File: src/rtl/rtdp_pkg.sv
// package: constants of the four-channel rtd readout and word packer
package rtdp_pkg;

  // ==========================================================
  // timebase
  localparam int CLK_KHZ      = 250000;  // pclk rate
  localparam int TICK_US      = 50;      // divider tick period
  localparam int TICK_CYCLES  = CLK_KHZ * TICK_US / 1000;
  localparam int CONV_MS      = 120;     // normal conversion
  localparam int CONV3W_MS    = 240;     // three-wire conversion
  localparam int SLOT_US      = 6500;    // transfer slot period
  localparam int CONV_TICKS   = CONV_MS * 1000 / TICK_US;
  localparam int CONV3W_TICKS = CONV3W_MS * 1000 / TICK_US;
  localparam int SLOT_TICKS   = SLOT_US / TICK_US;

  // ==========================================================
  // line fault thresholds in ohms
  localparam logic [15:0] SHORT_OHMS = 16'h000A;  // 10 ohms
  localparam logic [15:0] OPEN_OHMS  = 16'h03E8;  // 1000 ohms

  // ==========================================================
  // scaling window inside which status bits are carried
  localparam logic [15:0] SCALE_LO = 16'h2710;  // 10000
  localparam logic [15:0] SCALE_HI = 16'hC350;  // 50000

  // ==========================================================
  // register byte offsets
  localparam logic [7:0] OFS_CTRL   = 8'h00;
  localparam logic [7:0] OFS_ERRM   = 8'h04;
  localparam logic [7:0] OFS_CLRCNT = 8'h08;
  localparam logic [7:0] OFS_SCALE  = 8'h0C;
  localparam logic [7:0] OFS_SUBST  = 8'h10;
  localparam logic [7:0] OFS_STATUS = 8'h14;
  localparam logic [7:0] OFS_DATA0  = 8'h18;  // data words 0x18..0x24

  // ctrl field positions
  localparam int CTRL_EN_LSB   = 0;   // [3:0] channel enable
  localparam int CTRL_3W_LSB   = 4;   // [7:4] three-wire
  localparam int CTRL_LFD_LSB  = 8;   // [11:8] line fault detect
  localparam int CTRL_WORD_BIT = 12;  // word-by-word transfer

  // reset values
  localparam logic [12:0] CTRL_RST   = 13'h0F0F;
  localparam logic [7:0]  ERRM_RST   = 8'h00;
  localparam logic [7:0]  CLRCNT_RST = 8'h03;
  localparam logic [15:0] SCALE_RST  = 16'h4E20;
  localparam logic [15:0] SUBST_RST  = 16'h0000;

  // error mode codes, two bits per channel
  localparam logic [1:0] ERRM_CURRENT = 2'h0;
  localparam logic [1:0] ERRM_SUBST   = 2'h1;
  localparam logic [1:0] ERRM_LAST    = 2'h2;

  typedef enum logic [1:0] {CV_IDLE, CV_START, CV_WAIT} rtdp_conv_type;
  typedef enum logic [1:0] {TX_IDLE, TX_FIRST, TX_SECOND} rtdp_tx_type;

endpackage
File: src/rtl/rtdp_packer.sv
// module: rtd channel conversion scheduler, word packer and sender
`timescale 1ns/1ps
module rtdp_packer #(
  parameter int TICK_CYCLES = rtdp_pkg::TICK_CYCLES  // cycles per tick
)(
  input  wire logic        pclk,
  input  wire logic        presetn,
  // apb slave
  input  wire logic        psel,
  input  wire logic        penable,
  input  wire logic        pwrite,
  input  wire logic [7:0]  paddr,
  input  wire logic [31:0] pwdata,
  output logic      [31:0] prdata,
  output logic             pready,
  output logic             pslverr,
  // converter front end
  output logic             conv_start,
  output logic      [1:0]  conv_channel,
  output logic             conv_three_wire,
  input  wire logic [15:0] conv_value,
  input  wire logic [15:0] conv_ohms,
  // byte stream towards the communication unit
  output logic             tx_valid,
  output logic      [7:0]  tx_data,
  output logic      [1:0]  tx_channel,
  output logic             tx_high_byte,
  input  wire logic        tx_ready
);

  // ==========================================================
  // functions
  // next enabled channel after cur, cyclic; cur if none other
  function automatic logic [1:0] next_chan(input logic [3:0] en,
                                           input logic [1:0] cur);
    logic [1:0] res;
    logic [1:0] cand;
    res = cur;
    for (int i = 3; i >= 1; i--)
    begin
      cand = 2'(cur + 2'(i));
      if (en[cand])
        res = cand;
    end
    return res;
  endfunction

  // build a channel word, with or without status nibble
  function automatic logic [15:0] pack(input logic [15:0] val,
                                       input logic        bad,
                                       input logic        keep_st);
    if (keep_st)
      return {val[15:4], 2'b00, bad, 1'b0};
    else
      return val;
  endfunction

  // ==========================================================
  // register file (shadow written by software)
  logic [12:0] ctrl_reg;     // enables, three-wire, lfd, word mode
  logic [7:0]  errm_reg;     // error mode per channel
  logic [7:0]  clrcnt_reg;   // fault_clear_cycle_count
  logic [15:0] scale_reg;    // configured scaling
  logic [15:0] subst_reg;    // substitute value
  // active copy used by the datapath
  logic [12:0] act_ctrl_reg;
  logic [7:0]  act_errm_reg;
  logic [7:0]  act_clrcnt_reg;
  logic [15:0] act_scale_reg;
  logic [15:0] act_subst_reg;

  logic        wr_en;        // access phase write
  logic        rd_setup;     // setup phase of any access, read or write
  logic        mapped;       // address decodes to a register
  logic [31:0] rd_val;       // read mux

  // per-channel state
  logic        invalid_reg [4];
  logic [7:0]  good_cnt_reg [4];
  logic [15:0] last_good_reg [4];
  logic [15:0] word_reg [4];
  logic [3:0]  fault_seen_reg;  // raw fault of last measurement

  assign wr_en    = psel && penable && pwrite;
  assign rd_setup = psel && !penable;
  assign pready   = 1'b1;  // zero wait states
  assign mapped   = (paddr[1:0] == 2'b00) &&
                    (paddr <= 8'(rtdp_pkg::OFS_DATA0 + 8'h0C));
  assign pslverr  = psel && penable && !mapped;

  // ==========================================================
  // register writes
  always_ff @(posedge pclk or negedge presetn)
  begin
    if (!presetn)
    begin
      ctrl_reg   <= rtdp_pkg::CTRL_RST;
      errm_reg   <= rtdp_pkg::ERRM_RST;
      clrcnt_reg <= rtdp_pkg::CLRCNT_RST;
      scale_reg  <= rtdp_pkg::SCALE_RST;
      subst_reg  <= rtdp_pkg::SUBST_RST;
    end
    else if (wr_en)
    begin
      case (paddr)
        rtdp_pkg::OFS_CTRL:   ctrl_reg   <= pwdata[12:0];
        rtdp_pkg::OFS_ERRM:   errm_reg   <= pwdata[7:0];
        rtdp_pkg::OFS_CLRCNT: clrcnt_reg <= pwdata[7:0];
        rtdp_pkg::OFS_SCALE:  scale_reg  <= pwdata[15:0];
        rtdp_pkg::OFS_SUBST:  subst_reg  <= pwdata[15:0];
        default:              ;  // read-only or unmapped
      endcase
    end
  end

  // ==========================================================
  // read mux; prdata is captured in setup so it stands in access
  logic [1:0] conv_chan_reg;
  rtdp_pkg::rtdp_conv_type cv_state;
  logic [3:0] invalid_vec;

  generate
    for (genvar c = 0; c < 4; c++)
    begin : g_inv
      assign invalid_vec[c] = invalid_reg[c];
    end
  endgenerate

  always_comb
  begin
    rd_val = 32'h0000_0000;
    case (paddr)
      rtdp_pkg::OFS_CTRL:   rd_val = {19'h0, ctrl_reg};
      rtdp_pkg::OFS_ERRM:   rd_val = {24'h0, errm_reg};
      rtdp_pkg::OFS_CLRCNT: rd_val = {24'h0, clrcnt_reg};
      rtdp_pkg::OFS_SCALE:  rd_val = {16'h0, scale_reg};
      rtdp_pkg::OFS_SUBST:  rd_val = {16'h0, subst_reg};
      rtdp_pkg::OFS_STATUS:
        rd_val = {21'h0, cv_state != rtdp_pkg::CV_IDLE,
                  conv_chan_reg, fault_seen_reg, invalid_vec};
      default:
      begin
        // data words of channels one to four
        if (mapped && paddr >= rtdp_pkg::OFS_DATA0)
          rd_val = {16'h0,
                    word_reg[2'(8'(paddr - rtdp_pkg::OFS_DATA0) >> 2)]};
      end
    endcase
  end

  always_ff @(posedge pclk or negedge presetn)
  begin
    if (!presetn)
      prdata <= 32'h0000_0000;
    else if (rd_setup)
      prdata <= mapped ? rd_val : 32'h0000_0000;
  end

  // ==========================================================
  // tick divider: one-cycle enable every TICK_US
  logic [15:0] tick_cnt_reg;
  logic        tick;

  assign tick = (tick_cnt_reg == 16'(TICK_CYCLES - 1));

  always_ff @(posedge pclk or negedge presetn)
  begin
    if (!presetn)
      tick_cnt_reg <= 16'h0000;
    else if (tick)
      tick_cnt_reg <= 16'h0000;
    else
      tick_cnt_reg <= 16'(tick_cnt_reg + 16'h0001);
  end

  // ==========================================================
  // conversion scheduler
  logic [12:0] conv_tmr_reg;  // ticks left in this conversion
  logic        meas_done;     // one-cycle pulse, result valid
  logic [1:0]  nxt;

  assign nxt        = next_chan(act_ctrl_reg[3:0], conv_chan_reg);
  assign meas_done  = (cv_state == rtdp_pkg::CV_WAIT) && tick &&
                      (conv_tmr_reg == 13'h0000);
  assign conv_start = (cv_state == rtdp_pkg::CV_START);
  assign conv_channel    = conv_chan_reg;
  assign conv_three_wire = act_ctrl_reg[rtdp_pkg::CTRL_3W_LSB +
                                        32'(conv_chan_reg)];

  // active configuration is loaded between passes; a pass lasts
  // at most 960 ms, well inside the allowed settling time
  always_ff @(posedge pclk or negedge presetn)
  begin
    if (!presetn)
    begin
      act_ctrl_reg   <= rtdp_pkg::CTRL_RST;
      act_errm_reg   <= rtdp_pkg::ERRM_RST;
      act_clrcnt_reg <= rtdp_pkg::CLRCNT_RST;
      act_scale_reg  <= rtdp_pkg::SCALE_RST;
      act_subst_reg  <= rtdp_pkg::SUBST_RST;
    end
    else if (cv_state == rtdp_pkg::CV_IDLE)
    begin
      act_ctrl_reg   <= ctrl_reg;
      act_errm_reg   <= errm_reg;
      act_clrcnt_reg <= clrcnt_reg;
      act_scale_reg  <= scale_reg;
      act_subst_reg  <= subst_reg;
    end
  end

  always_ff @(posedge pclk or negedge presetn)
  begin
    if (!presetn)
    begin
      cv_state      <= rtdp_pkg::CV_IDLE;
      conv_chan_reg <= 2'h3;
      conv_tmr_reg  <= 13'h0000;
    end
    else
    begin
      case (cv_state)
        rtdp_pkg::CV_IDLE:
        begin
          // start a pass at the lowest enabled channel
          if (|ctrl_reg[3:0])
          begin
            conv_chan_reg <= next_chan(ctrl_reg[3:0], 2'h3);
            cv_state      <= rtdp_pkg::CV_START;
          end
        end
        rtdp_pkg::CV_START:
        begin
          if (conv_three_wire)
            conv_tmr_reg <= 13'(rtdp_pkg::CONV3W_TICKS - 1);
          else
            conv_tmr_reg <= 13'(rtdp_pkg::CONV_TICKS - 1);
          cv_state <= rtdp_pkg::CV_WAIT;
        end
        rtdp_pkg::CV_WAIT:
        begin
          if (tick)
          begin
            if (conv_tmr_reg != 13'h0000)
              conv_tmr_reg <= 13'(conv_tmr_reg - 13'h0001);
            else if (nxt <= conv_chan_reg)
              cv_state <= rtdp_pkg::CV_IDLE;  // pass complete
            else
            begin
              conv_chan_reg <= nxt;
              cv_state      <= rtdp_pkg::CV_START;
            end
          end
        end
        default: cv_state <= rtdp_pkg::CV_IDLE;
      endcase
    end
  end

  // ==========================================================
  // line fault detection and status packing, per channel
  logic fault_now;  // fault in the measurement just finished
  logic keep_st;    // scaling inside the status window

  assign fault_now = act_ctrl_reg[rtdp_pkg::CTRL_LFD_LSB +
                                  32'(conv_chan_reg)] &&
                     ((conv_ohms < rtdp_pkg::SHORT_OHMS) ||
                      (conv_ohms > rtdp_pkg::OPEN_OHMS));
  assign keep_st   = (act_scale_reg >= rtdp_pkg::SCALE_LO) &&
                     (act_scale_reg <= rtdp_pkg::SCALE_HI);

  always_ff @(posedge pclk or negedge presetn)
  begin
    if (!presetn)
      fault_seen_reg <= 4'h0;
    else if (meas_done)
      fault_seen_reg[conv_chan_reg] <= fault_now;
  end

  generate
    for (genvar c = 0; c < 4; c++)
    begin : g_chan
      logic       hit;       // this channel's result is in
      logic [7:0] cnt_inc;   // good count after this cycle
      logic       good_now;  // value may be signalled good
      logic [1:0] mode;      // error mode of this channel

      assign hit      = meas_done && (conv_chan_reg == 2'(c));
      assign cnt_inc  = 8'(good_cnt_reg[c] + 8'h01);
      assign good_now = !fault_now &&
                        (!invalid_reg[c] ||
                         cnt_inc >= act_clrcnt_reg);
      assign mode     = act_errm_reg[2*c +: 2];

      // debounce: invalid until enough clean cycles in a row
      always_ff @(posedge pclk or negedge presetn)
      begin
        if (!presetn)
        begin
          invalid_reg[c]  <= 1'b0;
          good_cnt_reg[c] <= 8'h00;
        end
        else if (hit)
        begin
          if (fault_now || !good_now)
          begin
            invalid_reg[c]  <= 1'b1;
            good_cnt_reg[c] <= fault_now ? 8'h00 : cnt_inc;
          end
          else
          begin
            invalid_reg[c]  <= 1'b0;
            good_cnt_reg[c] <= 8'h00;
          end
        end
      end

      // remembered value for last-valid error mode
      always_ff @(posedge pclk or negedge presetn)
      begin
        if (!presetn)
          last_good_reg[c] <= 16'h0000;
        else if (hit && good_now)
          last_good_reg[c] <= conv_value;
      end

      // packed channel word; inactive channels keep their word
      always_ff @(posedge pclk or negedge presetn)
      begin
        if (!presetn)
          word_reg[c] <= 16'h0000;
        else if (hit)
        begin
          if (good_now)
            word_reg[c] <= pack(conv_value, 1'b0, keep_st);
          else
          begin
            case (mode)
              rtdp_pkg::ERRM_SUBST:
                word_reg[c] <= pack(act_subst_reg, 1'b1,
                                    keep_st);
              rtdp_pkg::ERRM_LAST:
                word_reg[c] <= pack(last_good_reg[c], 1'b1, keep_st);
              default:
                word_reg[c] <= pack(conv_value, 1'b1, keep_st);
            endcase
          end
        end
      end
    end
  endgenerate

  // ==========================================================
  // transfer slots: one channel word per 6.5 ms slot
  logic [7:0]  slot_cnt_reg;
  logic        slot_go;
  rtdp_pkg::rtdp_tx_type tx_state;
  logic [15:0] tx_word_reg;  // word being sent
  logic        hi_first;     // word-by-word byte order

  assign slot_go  = tick &&
                    (slot_cnt_reg == 8'(rtdp_pkg::SLOT_TICKS - 1));
  assign hi_first = act_ctrl_reg[rtdp_pkg::CTRL_WORD_BIT];
  assign tx_valid = (tx_state != rtdp_pkg::TX_IDLE);

  // slot timer runs regardless of conversion progress
  always_ff @(posedge pclk or negedge presetn)
  begin
    if (!presetn)
      slot_cnt_reg <= 8'h00;
    else if (slot_go)
      slot_cnt_reg <= 8'h00;
    else if (tick)
      slot_cnt_reg <= 8'(slot_cnt_reg + 8'h01);
  end

  // a slot that finds the previous word still pending is dropped;
  // the channel pointer does not move, so no channel is skipped
  always_ff @(posedge pclk or negedge presetn)
  begin
    if (!presetn)
    begin
      tx_state     <= rtdp_pkg::TX_IDLE;
      tx_channel   <= 2'h0;
      tx_word_reg  <= 16'h0000;
      tx_data      <= 8'h00;
      tx_high_byte <= 1'b0;
    end
    else
    begin
      case (tx_state)
        rtdp_pkg::TX_IDLE:
        begin
          if (slot_go)
          begin
            tx_word_reg  <= word_reg[tx_channel];
            tx_data      <= hi_first ? word_reg[tx_channel][15:8]
                                     : word_reg[tx_channel][7:0];
            tx_high_byte <= hi_first;
            tx_state     <= rtdp_pkg::TX_FIRST;
          end
        end
        rtdp_pkg::TX_FIRST:
        begin
          if (tx_ready)
          begin
            // follow the half already sent, not the live mode bit:
            // a config load between the bytes must not split a word
            tx_data      <= tx_high_byte ? tx_word_reg[7:0]
                                         : tx_word_reg[15:8];
            tx_high_byte <= !tx_high_byte;
            tx_state     <= rtdp_pkg::TX_SECOND;
          end
        end
        rtdp_pkg::TX_SECOND:
        begin
          if (tx_ready)
          begin
            tx_channel <= 2'(tx_channel + 2'h1);
            tx_state   <= rtdp_pkg::TX_IDLE;
          end
        end
        default: tx_state <= rtdp_pkg::TX_IDLE;
      endcase
    end
  end

endmodule // rtdp_packer

File: config.mk
export PLATFORM = sky130hd
export DESIGN_NAME = rtdp_packer
export DESIGN_NICKNAME = d
export VERILOG_FILES = /design/src/rtl/rtdp_pkg.sv /design/src/rtl/rtdp_packer.sv
export SDC_FILE = /design/constraint.sdc
export NUM_CORES = 1
export LEC_CHECK = 0
export CAP_MARGIN = 20
export CORE_MARGIN = 2
export CORE_UTILIZATION = 61
export DETAILED_ROUTE_END_ITERATION = 6
export DONT_BUFFER_PORTS = 1
export PLACE_DENSITY = 0.77
export SLEW_MARGIN = 5
export SYNTH_ARGS = -nofsm -noshare
export SYNTH_HDL_FRONTEND = slang
export SYNTH_SLANG_ARGS = --single-unit
File: constraint.sdc
create_clock -name pclk -period 4.6 [get_ports pclk]
set_input_delay 0.23 -clock pclk [delete_from_list [all_inputs] [get_ports pclk]]
set_output_delay 0.23 -clock pclk [all_outputs]
set_load 0.05 [all_outputs]
== Word level (Yosys, flattened, before mapping) ==
Cells that the tools add are included.

* Flip-flop bits (word level): 392
* Input bits: 78
* Output and inout bits: 50
* Word-level logic and storage cells: 259

* Add/sub/neg operators: 14
* $lt $le $gt $ge: 20
* Equality and inequality tests: 30
* Multiplexer cells: 84
* Bitwise gates (word level): 2
* Reductions and logical operators: 71

{| class="wikitable"
|+ Operators with widths
! operator !! count
|-
| 16-bit two-way mux || 10
|-
| 16-bit one-hot mux with 2 select lines || 4
|-
| 8-bit two-way mux || 14
|-
| 16-bit one-hot mux with 6 select lines || 1
|-
| 16-bit binary-select mux with 2-bit select || 2
|-
| 8-bit by 1-bit adder with 8-bit output (second input constant) || 5
|-
| 13-bit two-way mux || 3
|-
| 8-bit greater-or-equal comparator || 4
|-
| 32-bit two-way mux || 1
|-
| 2-bit two-way mux || 15
|-
| 4-bit two-way mux || 7
|-
| 13-bit one-hot mux with 2 select lines || 1
|-
| 1-bit logical AND || 24
|-
| 16-bit by 1-bit adder with 16-bit output (second input constant) || 1
|-
| 16-bit by 14-bit == test with 1-bit output (second input constant) || 1
|-
| 2-bit == test (second input constant) || 8
|-
| 8-bit by 4-bit == test with 1-bit output (second input constant) || 2
|-
| 8-bit by 5-bit == test with 1-bit output (second input constant) || 2
|-
| 16-bit by 14-bit greater-or-equal comparator with 1-bit output (second input constant) || 1
|-
| 16-bit by 10-bit greater-than comparator with 1-bit output (second input constant) || 1
|-
| 16-bit less-or-equal comparator (second input constant) || 1
|-
| 16-bit by 4-bit < comparator with 1-bit output (second input constant) || 1
|-
| 8-bit one-hot mux with 2 select lines || 1
|-
| 2-bit by 1-bit == test with 1-bit output (second input constant) || 7
|-
| 38 further kinds || 104
|}

== Depth between registers and ports, before layout ==
* Word-level depth: 11
* Gate-level depth with buffers: 15
* Mapped depth without buffers: 14

== Worst setup path before layout ==
Ideal clock, no wire load.

* Path type: reg2reg
* Start point: register conv_chan_reg[1], in the netlist conv_channel[1]
* End point: register conv_chan_reg[1], in the netlist conv_channel[1]
* Library setup time: 0.082 ns
* Arrival: 3.313 ns
* Data required time: 4.518 ns
* Slack: 1.205 ns
* Stages on the path, launching flop included: 14
* Path buffers: 1
* Clock period less this slack: 3.395 ns
* Cell sequence: dfstp_2 -> clkbuf_1 -> inv_1 -> ha_1 -> mux2_2 -> o22ai_1 -> nor2_1 -> a21oi_1 -> ha_1 -> a21oi_1 -> nand2_1 -> a221o_1 -> inv_1 -> mux2_2

* Word-level cells in the longest chain between the ends: 10
* Elaborated cells between the ends (all ways): 19
* Those cells by class: add/sub: 3; order compare: 1; eq/ne: 1; mux: 13; reduce/logical: 1

{| class="wikitable"
|+ RTL lines
! what !! line !! RTL
|-
| start, declared || rtdp_packer.sv:118 || <nowiki>logic [1:0] conv_chan_reg;</nowiki>
|-
| start signal, assigned || rtdp_packer.sv:228 || <nowiki>conv_chan_reg <= next_chan(ctrl_reg[3:0], 2'h3);</nowiki>
|-
| start signal, assigned || rtdp_packer.sv:250 || <nowiki>conv_chan_reg <= nxt;</nowiki>
|-
| parallel branches: the longest is 10 deep, another holds 2-bit adder || - ||
|}

Several ways; the timed one is not identified. The select of a mux whose other input is x is not followed.
A chain may end at the register's enable or synchronous reset.

== Worst setup path in the final report ==
* Start point: register good_cnt_reg[0] (netlist name)
* End point: register last_good_reg[3] (netlist name)

* Word-level cells in the longest chain between the ends: 5

{| class="wikitable"
|+ RTL lines
! what !! line !! RTL
|-
| start, declared || rtdp_packer.sv:79 || <nowiki>logic [7:0] good_cnt_reg [4];</nowiki>
|-
| start signal, assigned by index || rtdp_packer.sv:308 || <nowiki>good_cnt_reg[c] <= fault_now ? 8'h00 : cnt_inc;</nowiki>
|-
| 8-bit by 1-bit adder with 8-bit output || rtdp_packer.sv:289 || <nowiki>assign cnt_inc = 8'(good_cnt_reg[c] + 8'h01);</nowiki>
|-
| 8-bit greater-or-equal comparator || rtdp_packer.sv:292 || <nowiki>cnt_inc >= act_clrcnt_reg);</nowiki>
|-
| 1-bit logical OR || rtdp_packer.sv:291 || <nowiki>(!invalid_reg[c] ||</nowiki>
|-
| 1-bit logical AND || rtdp_packer.sv:290 || <nowiki>assign good_now = !fault_now &&</nowiki>
|-
| 1-bit logical AND || rtdp_packer.sv:323 || <nowiki>else if (hit && good_now)</nowiki>
|-
| end signal, assigned by index || rtdp_packer.sv:324 || <nowiki>last_good_reg[c] <= conv_value;</nowiki>
|-
| end, declared || rtdp_packer.sv:80 || <nowiki>logic [15:0] last_good_reg [4];</nowiki>
|}

No other way between the ends.

==> flow_summary.ini <==
[run_status]
status = complete, but fails checks
violations = hold timing

[floorplanning]
io-pin-count = 128
rows = 65
die_width_um = 182
die_area_um2 = 33000
start_util = 0.616
die_h_um = 182
design.core.area_um2 = 31300

[run]
max_cap_viol_count = 0

[setup_path]
end_kind = flip-flop
r2r-end = last_good_reg[3]$_DFFE_PN0P_
reg2reg_from = good_cnt_reg[0]$_DFFE_PN0P_
slowest_delay_ns = 1.01
crit_family = simple AND/OR/NAND/NOR gates
worstPathMaxFanout = 16
crit_path_top_delay_cell = and3_1
worstSetupPathType = reg2reg
worst-path-stages = 10
reg2reg_depth = 10
critPathCapture = last_good_reg[3]$_DFFE_PN0P_
startpoint_type = flip-flop
path_buf_inv = 0
crit_path_cell_trace = and3_1 -> and3_1 -> and3_1 -> xor2_1 -> ha_1 -> and3_1 -> nand2_1 -> o21ai_0 -> and3_1 -> mux2_2
crit_start = good_cnt_reg[0]$_DFFE_PN0P_
rrSetupSlack_ns = 0.83
cpMostUsedCell = and3_1
cp.required_ns = 5.02
crit_arrival_ns = 4.18

[grt]
grt_pass1_vias = 14000
gr-usage-all-layers = 0.305
grt_pass1_wl_um = 78300
antenna_found_initial = 3
grt_max_degree = 377
grt_overflow = 0

[logic_synthesis]
ys_ff_latch = 376
synth_common_cells = dfrtp_1, nand2_1, mux2_2
async_reset_ff_frac = 1.00
avgSynthCellArea_um2 = 11.2
synth.distinct_cells = 68
ys_seq_area_frac = 0.490
synth_edf_count = 0
synth_top_area_frac = 0.447
yosysMostFrequentCell = dfrtp_1
synth_top_flop_cell = dfrtp_1
yosys.area.top_type = dfrtp_1
synthCells = 1719
syn-cell-area_um2 = 19300
synthTopCellsByArea = dfrtp_1, mux2_2, nand2_1
ys_warn_count = 0

[timing]
setup_viol = 0
rsz0062_at_grt = no
hold_viol = 376
hold_ws_ns = -0.624
period_needed_ns = 3.77
worst_slack_ns = 0.834
tns_ns = 0
period_share = 0.819
max-slew-margin-rel = 0.242
max_freq_mhz = 266
worstMarginPinSlew_ns = 1.14
report.final.slew_viol_count = 0
finClkSkew_ns = 0.0306

[clock_network]
ctsLongestPathBuffers = 3
h-tree-depth = 2
tritoncts = yes
cts_made_buffers = 41
hold_buffers = 33
clockRootBuffer = clkbuf_16
clk_latency_ns = 0.56
numClockSinks = 376
path_clk_slew_ns = 0.06

[placed_design]
dp_cells = 2048
placed_cell_area_um2 = 19500
gp_congestion = 0.860
dp_hpwl_um = 32200
place_ws_ns = 0.853
portBuffers = 0

[detailed_routing]
viasPerCell = 6.45
wl_um = 49400
drt_iter0_drc = 1195
routedWlPerCell_um = 22.9
postRouteAntennaNets = 0
route.detailed.drc = 0
vias = 13900
drt_first_pass_iters = 5

[power_and_ir_drop]
irDropWorstVdd_v = 0.000274
power.density_nw_per_um2 = 374
finalPower_mw = 7.94
p_leak_nw = 9.70

[final_layout]
n_fill_cell = 2215
design_area_um2 = 21200
drive_gt1_frac = 0.203
nets = 1854
utilization = 0.678
stdcell_count = 2156
syn_to_final_growth_pct = 10.2

[worst_hold_path]
min_path_type = in2async
## logic make-up after synthesis
logic type	after synthesis	share of synthesized area
compound gates	336	0.122
buf+inv	149	0.0347
mux	279	0.179
xor+xnor	48	0.0218
fa+ha+maj	54	0.0350
simple gates	475	0.117
other cells	2	0.000390
flops	376	0.490
## placed cells by master, fill, tap and decap left out, types with 8 or more instances in the layout
master and instances:
clkbuf_1 10, a21oi_1 28, nor2b_1 21, clkbuf_16 42, a22oi_1 15, ha_1 54
o211ai_1 8, nor3_1 19, and3_1 32, clkbuf_8 9, a31oi_1 15, a22o_1 68
dlygate4sd3_1 33, dfstp_2 32, dfrtp_1 344, nand2_1 229, o21a_1 10, nand2b_1 25
nand3_1 32, o22ai_1 11, mux2i_1 60, mux4_2 34, conb_1 17, xor2_1 22
o21ai_0 103, nor2_1 58, xnor2_1 26, mux2_2 185, inv_1 38, a221oi_1 19
o31ai_1 16, buf_4 23, nand4_1 10
## area by class of cell
cell class / instances / area (um^2) / area share
flip-flops and latches: 376 / 9450 / 0.445
well taps: 402 / 503 / 0.0237
multi-input cells: 1209 / 9220 / 0.434
diodes: 1 / 2.50 / 0.000118
clock inverters: 13 / 204 / 0.00960
inverters: 38 / 143 / 0.00672
clock buffers: 61 / 1210 / 0.0571
repair buffers: 56 / 503 / 0.0237
## power by group
| group | switching [mW] | total (mW) | leakage (nW) | internal, mW |
|---|---|---|---|---|
| sequential | 0.145 | 3.56 | 4.60 | 3.42 |
| combinational | 0.596 | 0.941 | 4.41 | 0.345 |
| clock | 1.34 | 3.44 | 0.695 | 2.10 |
## worst min path at each step
stage | from | to | cells past startpoint
6_report | presetn | tick_cnt_reg[6]$_DFF_PN0_ | 0
5_1_grt | presetn | slot_cnt_reg[4]$_DFFE_PN0P_ | 0
4_1_cts | presetn | slot_cnt_reg[5]$_DFFE_PN0P_ | 0
3_5_place_dp | presetn | slot_cnt_reg[3]$_DFFE_PN0P_ | 0
3_3_place_gp | presetn | slot_cnt_reg[5]$_DFFE_PN0P_ | 0
2_1_floorplan | presetn | act_clrcnt_reg[2]$_DFFE_PN0P_ | 0
## routing by layer
layer,part of all wire,track usage
met1,0.41,0.407
met5,0.00042,0
met3,0.096,0.0852
met4,0.034,0.113
met2,0.46,0.482
## repair_timing
| item | CTS | global route |
|---|---|---|
| buffers inserted | 0 | 0 |
| gates resized for setup | 0 | 0 |
| hold endpoints to repair | 574 | 376 |
Note: power is estimated with default switching activity, not from simulation.
